===== src/core/sfpi_pkg.sv =====
// constants and types shared by the serial flash pin interface
package sfpi_pkg;

  // ============================================================
  // data path
  localparam int BYTE_W = 8;
  localparam int RX_BUF_DEPTH = 2;
  localparam logic [7:0] FILL_BYTE = 8'hff;
  localparam logic [2:0] BIT_CNT_ZERO = 3'h0;
  localparam logic [2:0] BIT_CNT_LAST = 3'h7;

  // ============================================================
  // pin positions inside the four-bit data bus
  localparam int IO_SI = 0;
  localparam int IO_SO = 1;
  localparam int IO_WP = 2;
  localparam int IO_HOLD = 3;
  localparam logic [3:0] OE_N_ALL_OFF = 4'hf;
  localparam logic [3:0] IO_OUT_RST = 4'hf;

  // ============================================================
  // synchroniser layout {cs_n, sck, io[3:0]} and its reset value, select high and clock low
  localparam int SYNC_W = 6;
  localparam int SYNC_CS = 5;
  localparam int SYNC_SCK = 4;
  localparam logic [5:0] SYNC_RST = 6'h2f;

  // ============================================================
  // protection decode: lock bits that enable the protect pin
  localparam logic QUAD_OFF = 1'b0;
  localparam logic LOCK_HI_PROT = 1'b0;
  localparam logic LOCK_LO_PROT = 1'b1;

  // ============================================================
  // output lane formats and frame states
  typedef enum logic [1:0] {
    LANE_SINGLE = 2'h0,
    LANE_DUAL = 2'h1,
    LANE_QUAD = 2'h2
  } sfpi_lane_t;

  typedef enum logic [2:0] {
    ST_IDLE = 3'h1,
    ST_ACTIVE = 3'h2,
    ST_HOLD = 3'h4
  } sfpi_state_t;

endpackage


===== src/core/sfpi_buf.sv =====
// two-entry receive buffer with valid and ready on both sides
`timescale 1ns/1ps
module sfpi_buf #(
  parameter int WIDTH = 8,
  parameter int DEPTH = 2
) (
  input logic sys_clk, // system clock
  input logic resetn, // async reset, active low
  input logic wr_valid, // write request
  output logic wr_ready, // room for one more word
  input logic [WIDTH-1:0] wr_data, // word to store
  output logic rd_valid, // a word is waiting
  input logic rd_ready, // reader takes the word
  output logic [WIDTH-1:0] rd_data // oldest word, from storage
);
  localparam int AW = (DEPTH > 1) ? $clog2(DEPTH) : 1;
  localparam logic [AW:0] FULL_CNT = DEPTH[AW:0];

  logic [WIDTH-1:0] mem [DEPTH];
  logic [AW-1:0] wr_ptr;
  logic [AW-1:0] rd_ptr;
  logic [AW:0] count;
  logic do_wr;
  logic do_rd;

  function automatic logic [AW-1:0] ptr_step(input logic [AW-1:0] p);
    ptr_step = (p == AW'(DEPTH - 1)) ? '0 : p + 1'b1;
  endfunction

  // honest flags from the fill count
  assign wr_ready = (count != FULL_CNT);
  assign rd_valid = (count != '0);
  assign do_wr = wr_valid && wr_ready;
  assign do_rd = rd_valid && rd_ready;
  assign rd_data = mem[rd_ptr];

  // storage, written only when there is room
  always_ff @(posedge sys_clk) begin
    if (do_wr) begin
      mem[wr_ptr] <= wr_data;
    end
  end

  // pointers and fill count
  always_ff @(posedge sys_clk or negedge resetn) begin
    if (!resetn) begin
      wr_ptr <= '0;
      rd_ptr <= '0;
      count <= '0;
    end else begin
      if (do_wr) begin
        wr_ptr <= ptr_step(wr_ptr);
      end
      if (do_rd) begin
        rd_ptr <= ptr_step(rd_ptr);
      end
      if (do_wr && !do_rd) begin
        count <= count + 1'b1;
      end else if (do_rd && !do_wr) begin
        count <= count - 1'b1;
      end
    end
  end

endmodule


===== src/core/sfpi_core.sv =====
// serial flash pin interface: framing, edge sampling, lane driving, protect pin
`timescale 1ns/1ps
module sfpi_core
  import sfpi_pkg::*;
(
  input logic sys_clk, // system clock, 125 MHz
  input logic resetn, // async reset, active low
  input logic cs_n_pin, // select pin, active low
  input logic sck_pin, // serial clock pin
  input logic [3:0] io_in, // data pin levels, pull-ups resolved
  output logic [3:0] io_out, // data pin drive values
  output logic [3:0] io_oe_n, // data pin enables, low drives
  input logic quad_mode_bit, // quad format enabled
  input logic status_lock_hi, // status lock high bit
  input logic status_lock_lo, // status lock low bit
  input logic op_busy, // internal program or erase running
  input sfpi_lane_t lane_mode, // output lane format
  input logic tx_enable, // device drives read data
  input logic [7:0] tx_data, // next byte to send
  input logic tx_valid, // tx_data holds a byte
  output logic tx_ready, // byte taken this cycle
  output logic [7:0] rx_data, // received byte
  output logic rx_valid, // received byte waiting
  input logic rx_ready, // received byte taken
  output logic rx_overrun, // byte lost, buffer full
  output logic frame_start, // select fell, one cycle
  output logic frame_end, // select rose, one cycle
  output logic selected, // frame in progress
  output logic standby, // idle and not busy
  output logic status_write_blocked // protect pin blocks status writes
);
  // ============================================================
  // pin synchroniser and edge finders
  logic [SYNC_W-1:0] sync_a;
  logic [SYNC_W-1:0] sync_b;
  logic [SYNC_W-1:0] sync_prev;
  logic cs_s;
  logic sck_s;
  logic [3:0] io_s;
  logic sck_rise;
  logic sck_fall;
  logic cs_fall;
  logic cs_rise;
  logic hold_fall;
  logic hold_rise;

  // two flops for every pin, a third for edge history
  always_ff @(posedge sys_clk or negedge resetn) begin
    if (!resetn) begin
      sync_a <= SYNC_RST;
      sync_b <= SYNC_RST;
      sync_prev <= SYNC_RST;
    end else begin
      sync_a <= {cs_n_pin, sck_pin, io_in};
      sync_b <= sync_a;
      sync_prev <= sync_b;
    end
  end

  // edges on the synchronised levels
  assign cs_s = sync_b[SYNC_CS];
  assign sck_s = sync_b[SYNC_SCK];
  assign io_s = sync_b[3:0];
  assign sck_rise = sck_s && !sync_prev[SYNC_SCK];
  assign sck_fall = !sck_s && sync_prev[SYNC_SCK];
  assign cs_fall = !cs_s && sync_prev[SYNC_CS];
  assign cs_rise = cs_s && !sync_prev[SYNC_CS];
  assign hold_fall = !io_s[IO_HOLD] && sync_prev[IO_HOLD];
  assign hold_rise = io_s[IO_HOLD] && !sync_prev[IO_HOLD];

  // ============================================================
  // frame state
  sfpi_state_t state;
  sfpi_state_t next_state;

  // frame sequencing
  always_comb begin
    next_state = state;
    case (state)
      ST_IDLE: begin
        if (cs_fall) begin
          next_state = ST_ACTIVE;
        end
      end
      ST_ACTIVE: begin
        if (cs_s) begin
          next_state = ST_IDLE;
        end else if (hold_fall && !sck_s && quad_mode_bit == QUAD_OFF) begin
          next_state = ST_HOLD;
        end
      end
      ST_HOLD: begin
        if (cs_s) begin
          next_state = ST_IDLE;
        end else if (hold_rise) begin
          next_state = ST_ACTIVE;
        end
      end
      default: begin
        next_state = ST_IDLE;
      end
    endcase
  end

  always_ff @(posedge sys_clk or negedge resetn) begin
    if (!resetn) begin
      state <= ST_IDLE;
    end else begin
      state <= next_state;
    end
  end

  // status outputs and frame pulses
  always_ff @(posedge sys_clk or negedge resetn) begin
    if (!resetn) begin
      frame_start <= 1'b0;
      frame_end <= 1'b0;
      standby <= 1'b1;
      status_write_blocked <= 1'b0;
    end else begin
      frame_start <= (state == ST_IDLE) && cs_fall;
      frame_end <= (state != ST_IDLE) && cs_s;
      standby <= cs_s && !op_busy;
      status_write_blocked <= (quad_mode_bit == QUAD_OFF) && (status_lock_hi == LOCK_HI_PROT)
          && (status_lock_lo == LOCK_LO_PROT) && !io_s[IO_WP];
    end
  end

  assign selected = (state != ST_IDLE);

  // ============================================================
  // receive path
  logic [7:0] rx_shift;
  logic [2:0] rx_cnt;
  logic rx_push;
  logic [7:0] rx_word;
  logic buf_ready;
  logic rx_take;

  // rx sampling only while selected and line zero is an input
  assign rx_take = (state == ST_ACTIVE) && sck_rise && io_oe_n[IO_SI];

  always_ff @(posedge sys_clk or negedge resetn) begin
    if (!resetn) begin
      rx_shift <= '0;
      rx_cnt <= BIT_CNT_ZERO;
      rx_push <= 1'b0;
      rx_word <= '0;
    end else begin
      rx_push <= 1'b0;
      if (frame_start) begin
        rx_cnt <= BIT_CNT_ZERO;
      end else if (rx_take) begin
        rx_shift <= {rx_shift[6:0], io_s[IO_SI]};
        rx_cnt <= rx_cnt + 1'b1;
        if (rx_cnt == BIT_CNT_LAST) begin
          rx_word <= {rx_shift[6:0], io_s[IO_SI]};
          rx_push <= 1'b1;
        end
      end
    end
  end

  // overrun flag, a new loss wins over the clear at frame start
  always_ff @(posedge sys_clk or negedge resetn) begin
    if (!resetn) begin
      rx_overrun <= 1'b0;
    end else if (rx_push && !buf_ready) begin
      rx_overrun <= 1'b1;
    end else if (frame_start) begin
      rx_overrun <= 1'b0;
    end
  end

  sfpi_buf #(
    .WIDTH(BYTE_W),
    .DEPTH(RX_BUF_DEPTH)
  ) u_rx_buf (
    .sys_clk(sys_clk),
    .resetn(resetn),
    .wr_valid(rx_push),
    .wr_ready(buf_ready),
    .wr_data(rx_word),
    .rd_valid(rx_valid),
    .rd_ready(rx_ready),
    .rd_data(rx_data)
  );

  // ============================================================
  // transmit path
  logic [7:0] tx_shift;
  logic [2:0] tx_cnt;
  logic tx_step;
  logic [7:0] cur_byte;
  logic [3:0] next_io_out;
  logic [3:0] next_oe_n;
  logic drive;

  function automatic logic [2:0] lane_bits(input sfpi_lane_t m);
    case (m)
      LANE_DUAL: lane_bits = 3'h2;
      LANE_QUAD: lane_bits = 3'h4;
      default: lane_bits = 3'h1;
    endcase
  endfunction

  assign drive = (state == ST_ACTIVE) && tx_enable;
  assign tx_step = drive && sck_fall;
  assign tx_ready = tx_step && (tx_cnt == BIT_CNT_ZERO);
  assign cur_byte = (tx_cnt == BIT_CNT_ZERO) ? (tx_valid ? tx_data : FILL_BYTE) : tx_shift;

  // lane mapping of the top bits of the current byte
  always_comb begin
    next_io_out = io_out;
    case (lane_mode)
      LANE_DUAL: next_io_out[1:0] = cur_byte[7:6];
      LANE_QUAD: next_io_out = cur_byte[7:4];
      default: next_io_out[IO_SO] = cur_byte[7];
    endcase
  end

  // enables: SO in any read, line zero in dual or quad, lines two, three in quad with quad_mode_bit set
  always_comb begin
    next_oe_n = OE_N_ALL_OFF;
    if (drive) begin
      next_oe_n[IO_SO] = 1'b0;
      if (lane_mode != LANE_SINGLE) begin
        next_oe_n[IO_SI] = 1'b0;
      end
      if (lane_mode == LANE_QUAD && quad_mode_bit) begin
        next_oe_n[3:2] = 2'h0;
      end
    end
  end

  always_ff @(posedge sys_clk or negedge resetn) begin
    if (!resetn) begin
      tx_shift <= '0;
      tx_cnt <= BIT_CNT_ZERO;
      io_out <= IO_OUT_RST;
    end else begin
      if (frame_start) begin
        tx_cnt <= BIT_CNT_ZERO;
      end else if (tx_step) begin
        io_out <= next_io_out;
        tx_shift <= cur_byte << lane_bits(lane_mode);
        tx_cnt <= tx_cnt + lane_bits(lane_mode);
      end
    end
  end

  always_ff @(posedge sys_clk or negedge resetn) begin
    if (!resetn) begin
      io_oe_n <= OE_N_ALL_OFF;
    end else begin
      io_oe_n <= next_oe_n;
    end
  end
endmodule


===== config.mk =====
export PLATFORM = sky130hd
export DESIGN_NAME = sfpi_core
export DESIGN_NICKNAME = d
export VERILOG_FILES = /design/src/core/sfpi_pkg.sv /design/src/core/sfpi_buf.sv /design/src/core/sfpi_core.sv
export SDC_FILE = /design/constraint.sdc
export NUM_CORES = 1
export LEC_CHECK = 0
export BUFFER_PORTS_ARGS = -buffer_cell sky130_fd_sc_hd__buf_4
export CAP_MARGIN = 20
export CORE_ASPECT_RATIO = 0.5
export CORE_MARGIN = 2
export CORE_UTILIZATION = 61
export DETAILED_ROUTE_END_ITERATION = 10
export HOLD_SLACK_MARGIN = 0.06
export PLACE_DENSITY = 0.84
export SYNTH_ARGS = -nofsm -noshare
export SYNTH_HDL_FRONTEND = slang
export SYNTH_HIERARCHICAL = 1
export SYNTH_SLANG_ARGS = --single-unit

===== constraint.sdc =====
create_clock -name sys_clk -period 4.7 [get_ports sys_clk]
set_clock_uncertainty 0.1 [all_clocks]
set_input_delay 0.705 -clock sys_clk [delete_from_list [all_inputs] [get_ports sys_clk]]
set_output_delay 0.705 -clock sys_clk [all_outputs]
set_load 0.005 [all_outputs]

==> results_dict.tcl, run 1 <==
set metrics [dict create \
    outcome "complete, but fails checks" \
    violations "design-rule violations" \
    cts_setup_buffers 0 \
    gp_congestion 0.886 \
    grt_pass1_vias 2350 \
    vias_per_cell 5.70 \
    io_pins 49 \
    cp-end-kind "flip-flop" \
    synthSimpleGateAreaFrac_pct 13.0 \
    maxSlewViolCount 0 \
    yosys_warnings 6 \
    muxShareOfSynthArea_pct 13.3 \
    crit_family "adder cells" \
    final_util_pct 77.0 \
    critPathBufInv 4 \
    cts.repair.resized 0 \
    synthArstFlopShare_pct 79.5 \
    fin_ws_ns 1.87 \
    clock_latency_ns 0.33 \
    syn_area_per_cell_sq_um 12.6 \
    crit_path_start_kind "input port" \
    finalSetupTns_ns 0 \
    die_area_sq_um 6630 \
    cts_tree "done" \
    hold_viol_final 0 \
    synth_top_area_share_pct 29.6 \
    synth_xor_xnor_area_share_pct 1.69 \
    yosysTopAreaCell "dfrtp_1" \
    syn_area_sq_um 3630 \
    synth_ff_type "dfrtp_1" \
    cts_max_level 3 \
    finalSetupViolations 0 \
    synth.yosys.seq_area_share_pct 56.6 \
    drt_iter0_drc 133 \
    cts_hold_buf 0 \
    synth_common_cells "43 x dfrtp_1, 23 x nor2_1, 19 x dfstp_2" \
    period_share_pct 60.3 \
    vdd_drop_max_uv 300 \
    ys_types 57 \
    start_util_pct 64.7 \
    powerDensity_nw_per_um2 389 \
    cp.arrival_ns 2.98 \
    grt_antenna_before_repair 0 \
    worstSetupPathType "in2reg" \
    grt_pass1_wl_microns 11600 \
    grtUsageTotal_pct 23.1 \
    min_path_type "reg2reg" \
    yosysMostFrequentCell "dfrtp_1" \
    drive_gt1_share_pct 35.0 \
    rsz0062_at_grt "false" \
    path_clk_slew_ns 0.06 \
    cts.sinks 78 \
    dr.pass1.iters 7 \
    drc 1 \
    rows 19 \
    dp_slack_ns 1.54 \
    dp_hpwl_microns 4690 \
    crit_required_ns 4.85 \
    grt_max_degree 63 \
    relSlewSlack_pct 31.9 \
    syn_nets 322 \
    synth_edf_count 16 \
    synth-compound-area-share_pct 7.75 \
    max_freq_mhz 353 \
    area_delta_synth_final_pct 18.9 \
    portBuffers 47 \
    diodes 0 \
    coreArea_sq_um 5610 \
    fillers 349 \
    avgRoutedWirePerCell_microns 16.7 \
    synth_adder_area_share_pct 3.31 \
    ant_nets 0 \
    wirelength_microns 6810 \
    ys_seq_elements 78 \
    die_w_microns 113 \
    clock-root-buffer "clkbuf_16" \
    grt.overflow.total 0 \
    min_period_ns 2.83 \
    cpPeakStageDelay_ns 0.64 \
    nets 363 \
    synthCells 288 \
    p_leak_nw 1.93 \
    reg2reg_slack_ns 2.24 \
    clock_path_buffers 2 \
    maxCapViolCount 0 \
    die_y_microns 58.6 \
    critPathSlowestCell "ha_1" \
    numCtsBuffers 9 \
    synth_top_cells_by_area "dfrtp_1 30%, dfstp_2 14%, edfxtp_1 13%" \
    crit_fanout 15 \
    cp_cell_sequence "buf_4 -> inv_1 -> ha_1 -> clkinv_1 -> ha_1 -> inv_1 -> fa_1 -> xor2_1 -> or3_1 -> a21oi_1" \
    via_count 2320 \
    synth_top_family_by_area "multiplexers" \
    tightest_slew_ns 1.02 \
]
==> final cells by class <==
class                   instances  area (sq um)  share of cell area, %
multi-input cells             178          1420                   32.8
well taps                      73          91.3                   2.11
clock buffers                   9           225                   5.21
flip-flops and latches         78          2060                   47.6
inverters                      14          52.6                   1.22
repair buffers                 48           360                   8.34
clock inverters                 7           120                   2.78
==> placed cells by master, fill, tap and decap left out, types with 2 or more instances in the layout <==
cell       instances
a21oi_1            8
a22o_1             3
a311o_1            2
a31oi_1            4
buf_4             48
bufinv_16          3
clkbuf_16          9
clkinv_1           2
clkinv_4           2
dfrtp_1           43
dfstp_2           19
edfxtp_1          16
ha_1               8
inv_1             13
mux2_2            17
mux2_4             8
mux2i_1           17
nand2_1           13
nand2b_1           5
nand3_1            2
nand3b_1           3
nor2_1            23
nor2b_1            2
nor3_1             3
nor4_1             3
nor4b_1            3
o211ai_1           3
o21ai_0           11
o2bb2ai_1          3
or2_2              2
or3_1              6
xnor2_1            4
xor2_1             3
==> worst reg2reg max path, delay by kind of cell (launching register included) <==
family / cells / cell delay, ns
and+or+nand+nor: 1 / 0.85
muxes: 2 / 0.62
AOI/OAI and AO/OA: 1 / 0.34
DFF: 1 / 0.43
==> path summary, 6_finish.rpt <==
kind | from | depth (start not counted) | to
max | lane_mode[0] | 10 | tx_cnt[2]$_DFFE_PN0P_
min | sync_a[4]$_DFF_PN0_ | 0 | sync_b[4]$_DFF_PN0_
max reg2reg | tx_cnt[1]$_DFFE_PN0P_ | 4 | tx_shift[5]$_DFFE_PN0P_
min reg2reg | sync_a[4]$_DFF_PN0_ | 0 | sync_b[4]$_DFF_PN0_
max in group asynchronous | resetn | 1 | rx_word[2]$_DFFE_PN0P_
min in group asynchronous | resetn | 1 | tx_shift[0]$_DFFE_PN0P_
==> stage by stage <==
stage | power (W) | cell area (sq um) | hold slack (ns) | cells
after floorplan | 0.000843 | 3630 | 0.231 | 288
after global placement | 0.000900 | 3980 | 0.237 | 391
after detailed placement | 0.000905 | 3980 | 0.244 | 391
after CTS | 0.00169 | 4320 | 0.253 | 407
after global routing | 0.00175 | 4320 | 0.258 | 407
final | 0.00168 | 4320 | 0.256 | 407
==> layer usage <==
layer | routed length [microns] | global-route usage (%) | vias to the layer above | part of all wire (%)
met4 | 55 | 5.23 | 0 | 0.81
met5 | 0 | 0 | - | 0
li1 | - | - | 1106 | -
met2 | 3310 | 38.2 | 62 | 49
met1 | 3090 | 30.6 | 1144 | 45
met3 | 349 | 7.72 | 8 | 5.1
==> cells by family (layout without fill, tap and decap cells) <==
group                      count (synthesis)  after routing
and+or+nand+nor                           78             78
muxes                                     42             42
buffers and inverters                     32             78
adders and majority gates                  9              9
AOI/OAI and AO/OA                         42             42
DFF                                       78             78
xor gates and xnor gates                   7              7
==> where the power goes <==
group | switching (W) | internal (W) | total, W
logic | 0.0000720 | 0.0000751 | 0.000147
registers | 0.0000274 | 0.000721 | 0.000748
clock network | 0.000264 | 0.000520 | 0.000784
total | 0.000364 | 0.00132 | 0.00168
==> registers in the layout (all words and copies together), names as in the netlist, 2 cells and up <==
name and count:
io_oe_n 3, io_out 4, rx_cnt 3, rx_shift 7
rx_word 8, state 3, sync_a 5, sync_b 5
sync_prev 3, tx_cnt 3, tx_shift 8, u_rx_buf/count 2
u_rx_buf/mem 16
Note: power is estimated with default switching activity, not from simulation.
==> inputs of run 2 (changes only) <==
--- a/config.mk
+++ b/config.mk
@@ -9,10 +9,10 @@
 export CAP_MARGIN = 20
 export CORE_ASPECT_RATIO = 0.5
 export CORE_MARGIN = 2
-export CORE_UTILIZATION = 61
+export CORE_UTILIZATION = 52
 export DETAILED_ROUTE_END_ITERATION = 10
 export HOLD_SLACK_MARGIN = 0.06
-export PLACE_DENSITY = 0.84
+export PLACE_DENSITY = 0.76
 export SYNTH_ARGS = -nofsm -noshare
 export SYNTH_HDL_FRONTEND = slang
 export SYNTH_HIERARCHICAL = 1
==> constraint.sdc (replaced) <==
create_clock -name sys_clk -period 2.5 [get_ports sys_clk]
set_clock_uncertainty 0.1 [all_clocks]
set_input_delay 0.375 -clock sys_clk [delete_from_list [all_inputs] [get_ports sys_clk]]
set_output_delay 0.375 -clock sys_clk [all_outputs]
set_load 0.005 [all_outputs]
==> run 2 against run 1 <==
Compared with the run above: the run now ends clean; clock-buffer cell count grew 1; final area grew 1.6%; non-clock buffer count grew 14; sequential share of layout area shrank 0.75 points; wire length shrank 2.6%; largest cell class unchanged.
==> results_dict.tcl, run 2 (synthesis gave the netlist of run 1 again) <==
set metrics [dict create \
    start_util_pct 54.0 \
    r2r-end "rx_word[3]$_DFFE_PN0P_" \
    die_w_microns 122 \
    maxSlewViolCount 0 \
    min_path_cells 2 \
    p_leak_nw 1.96 \
    reg2reg_depth 5 \
    diodes 0 \
    numCtsBuffers 9 \
    final_util_pct 65.3 \
    grt_antenna_before_repair 0 \
    largestRegisters "u_rx_buf/mem: 16 flops, rx_word: 8 flops, tx_shift: 8 flops" \
    drt_iter0_drc 149 \
    hold_viol_final 0 \
    powerDensity_nw_per_um2 653 \
    via_count 2330 \
    grt_pass1_wl_microns 11100 \
    power.total_w 0.00287 \
    dp_hpwl_microns 4670 \
    finalSetupViolations 0 \
    maxCapViolCount 0 \
    die_y_microns 63.1 \
    min_period_ns 2.19 \
    period_share_pct 87.6 \
    grt_pass1_vias 2349 \
    largest_reg_flops 16 \
    grtUsageTotal_pct 19.1 \
    crit_fanout 9 \
    die_area_sq_um 7710 \
    r2r-start "state[2]$_DFFE_PN0P_" \
    cts_setup_buffers 0 \
    crit_required_ns 2.62 \
    nets 377 \
    drive_gt1_share_pct 35.3 \
    final_common_cell "buf_4" \
    clock-root-buffer "clkbuf_16" \
    area_delta_synth_final_pct 20.8 \
    coreArea_sq_um 6730 \
    finalSetupTns_ns 0 \
    grt_max_degree 63 \
    dr.pass1.iters 4 \
    worstSetupPathType "reg2reg" \
    min_path_type "in2reg" \
    portBuffers 47 \
    outcome "complete, no violations" \
    cts_tree "done" \
    final_cell_mix "55 x buf_4, 43 x dfrtp_1, 23 x nor2_1" \
    vias_per_cell 5.30 \
    cp.arrival_ns 2.31 \
    cp-end-kind "flip-flop" \
    min_to "status_write_blocked$_DFF_PN0_" \
    rsz0062_at_grt "false" \
    grt.overflow.total 0 \
    reg2reg_slack_ns 0.31 \
    ant_nets 0 \
    cts_max_level 3 \
    drc 0 \
    relSlewSlack_pct 49.9 \
    path_clk_slew_ns 0.06 \
    fillers 510 \
    gp_congestion 0.925 \
    hp-start "status_lock_hi" \
    cts.sinks 78 \
    io_pins 49 \
    largest-register "u_rx_buf/mem" \
    wirelength_microns 6630 \
    rows 21 \
    max_freq_mhz 456 \
    vdd_drop_max_uv 384 \
    avgRoutedWirePerCell_microns 15.1 \
    crit_path_start_kind "flip-flop" \
    tightest_slew_ns 0.752 \
    clock_latency_ns 0.33 \
    clock_path_buffers 2 \
]
[run 2: critical path: stages, from the launching register on]
cell     delay (ns)
dfrtp_1        0.46
nor3b_4        0.23
and4b_1        0.36
nor2b_4        0.31
and2_4         0.29
mux2_4         0.32
[run 2: per-stage QoR]
step                      std cells  hold WS, ns  worst slack, ns  area [sq um]
final                           440       0.0879            0.309          4390
after global routing            440       0.0820            0.236          4390
after CTS                       440       0.0793            0.290          4390
after detailed placement        417        0.247            0.243          4050
after global placement          417        0.240            0.309          4050
after floorplan                 288      -0.0206            0.137          3630
[run 2: area by class of cell]
type	instances	area (sq um)	area share, %
Sequential cell	78	2060	46.8
Clock buffer	10	229	5.22
Timing Repair Buffer	62	483	11.0
Inverter	14	52.6	1.20
Tap cell	92	115	2.62
Clock inverter	6	38.8	0.884
Multi-Input combinational cell	178	1420	32.2
[run 2: worst max path at each step]
stage,from,endpoint,slack (ns)
floorplan,lane_mode[1],tx_cnt[2]$_DFFE_PN0P_,0.14
global placement,lane_mode[0],tx_cnt[2]$_DFFE_PN0P_,0.31
detailed placement,lane_mode[0],tx_cnt[2]$_DFFE_PN0P_,0.24
CTS,state[2]$_DFFE_PN0P_,tx_ready,0.29
global route,state[2]$_DFFE_PN0P_,rx_word[3]$_DFFE_PN0P_,0.24
finish,state[2]$_DFFE_PN0P_,rx_word[3]$_DFFE_PN0P_,0.31
[run 2: layer usage]
layer  global-route usage, %  wire length (microns)  vias up  share of wire, %
li1                        -                      -     1127                 -
met3                    6.16                    338        8               5.1
met5                       0                      0        -                 0
met2                    30.6                   3170       69                48
met4                    7.04                     88        0               1.3
met1                    24.4                   3030     1126                46
[run 2: repair_timing]
| action | in CTS | in global routing |
|---|---|---|
| endpoints found under the setup margin | 0 | 0 |
| gates resized for setup | 0 | 0 |
| hold buffers | 7 | 0 |
| endpoints found under the hold margin | 49 | 0 |
[run 2: power by group]
group | leakage, nW | internal [W] | switching [W]
clock network | 0.130 | 0.000669 | 0.000497
registers | 0.907 | 0.00136 | 0.0000433
logic | 0.920 | 0.000157 | 0.000144
total | 1.96 | 0.00218 | 0.000684
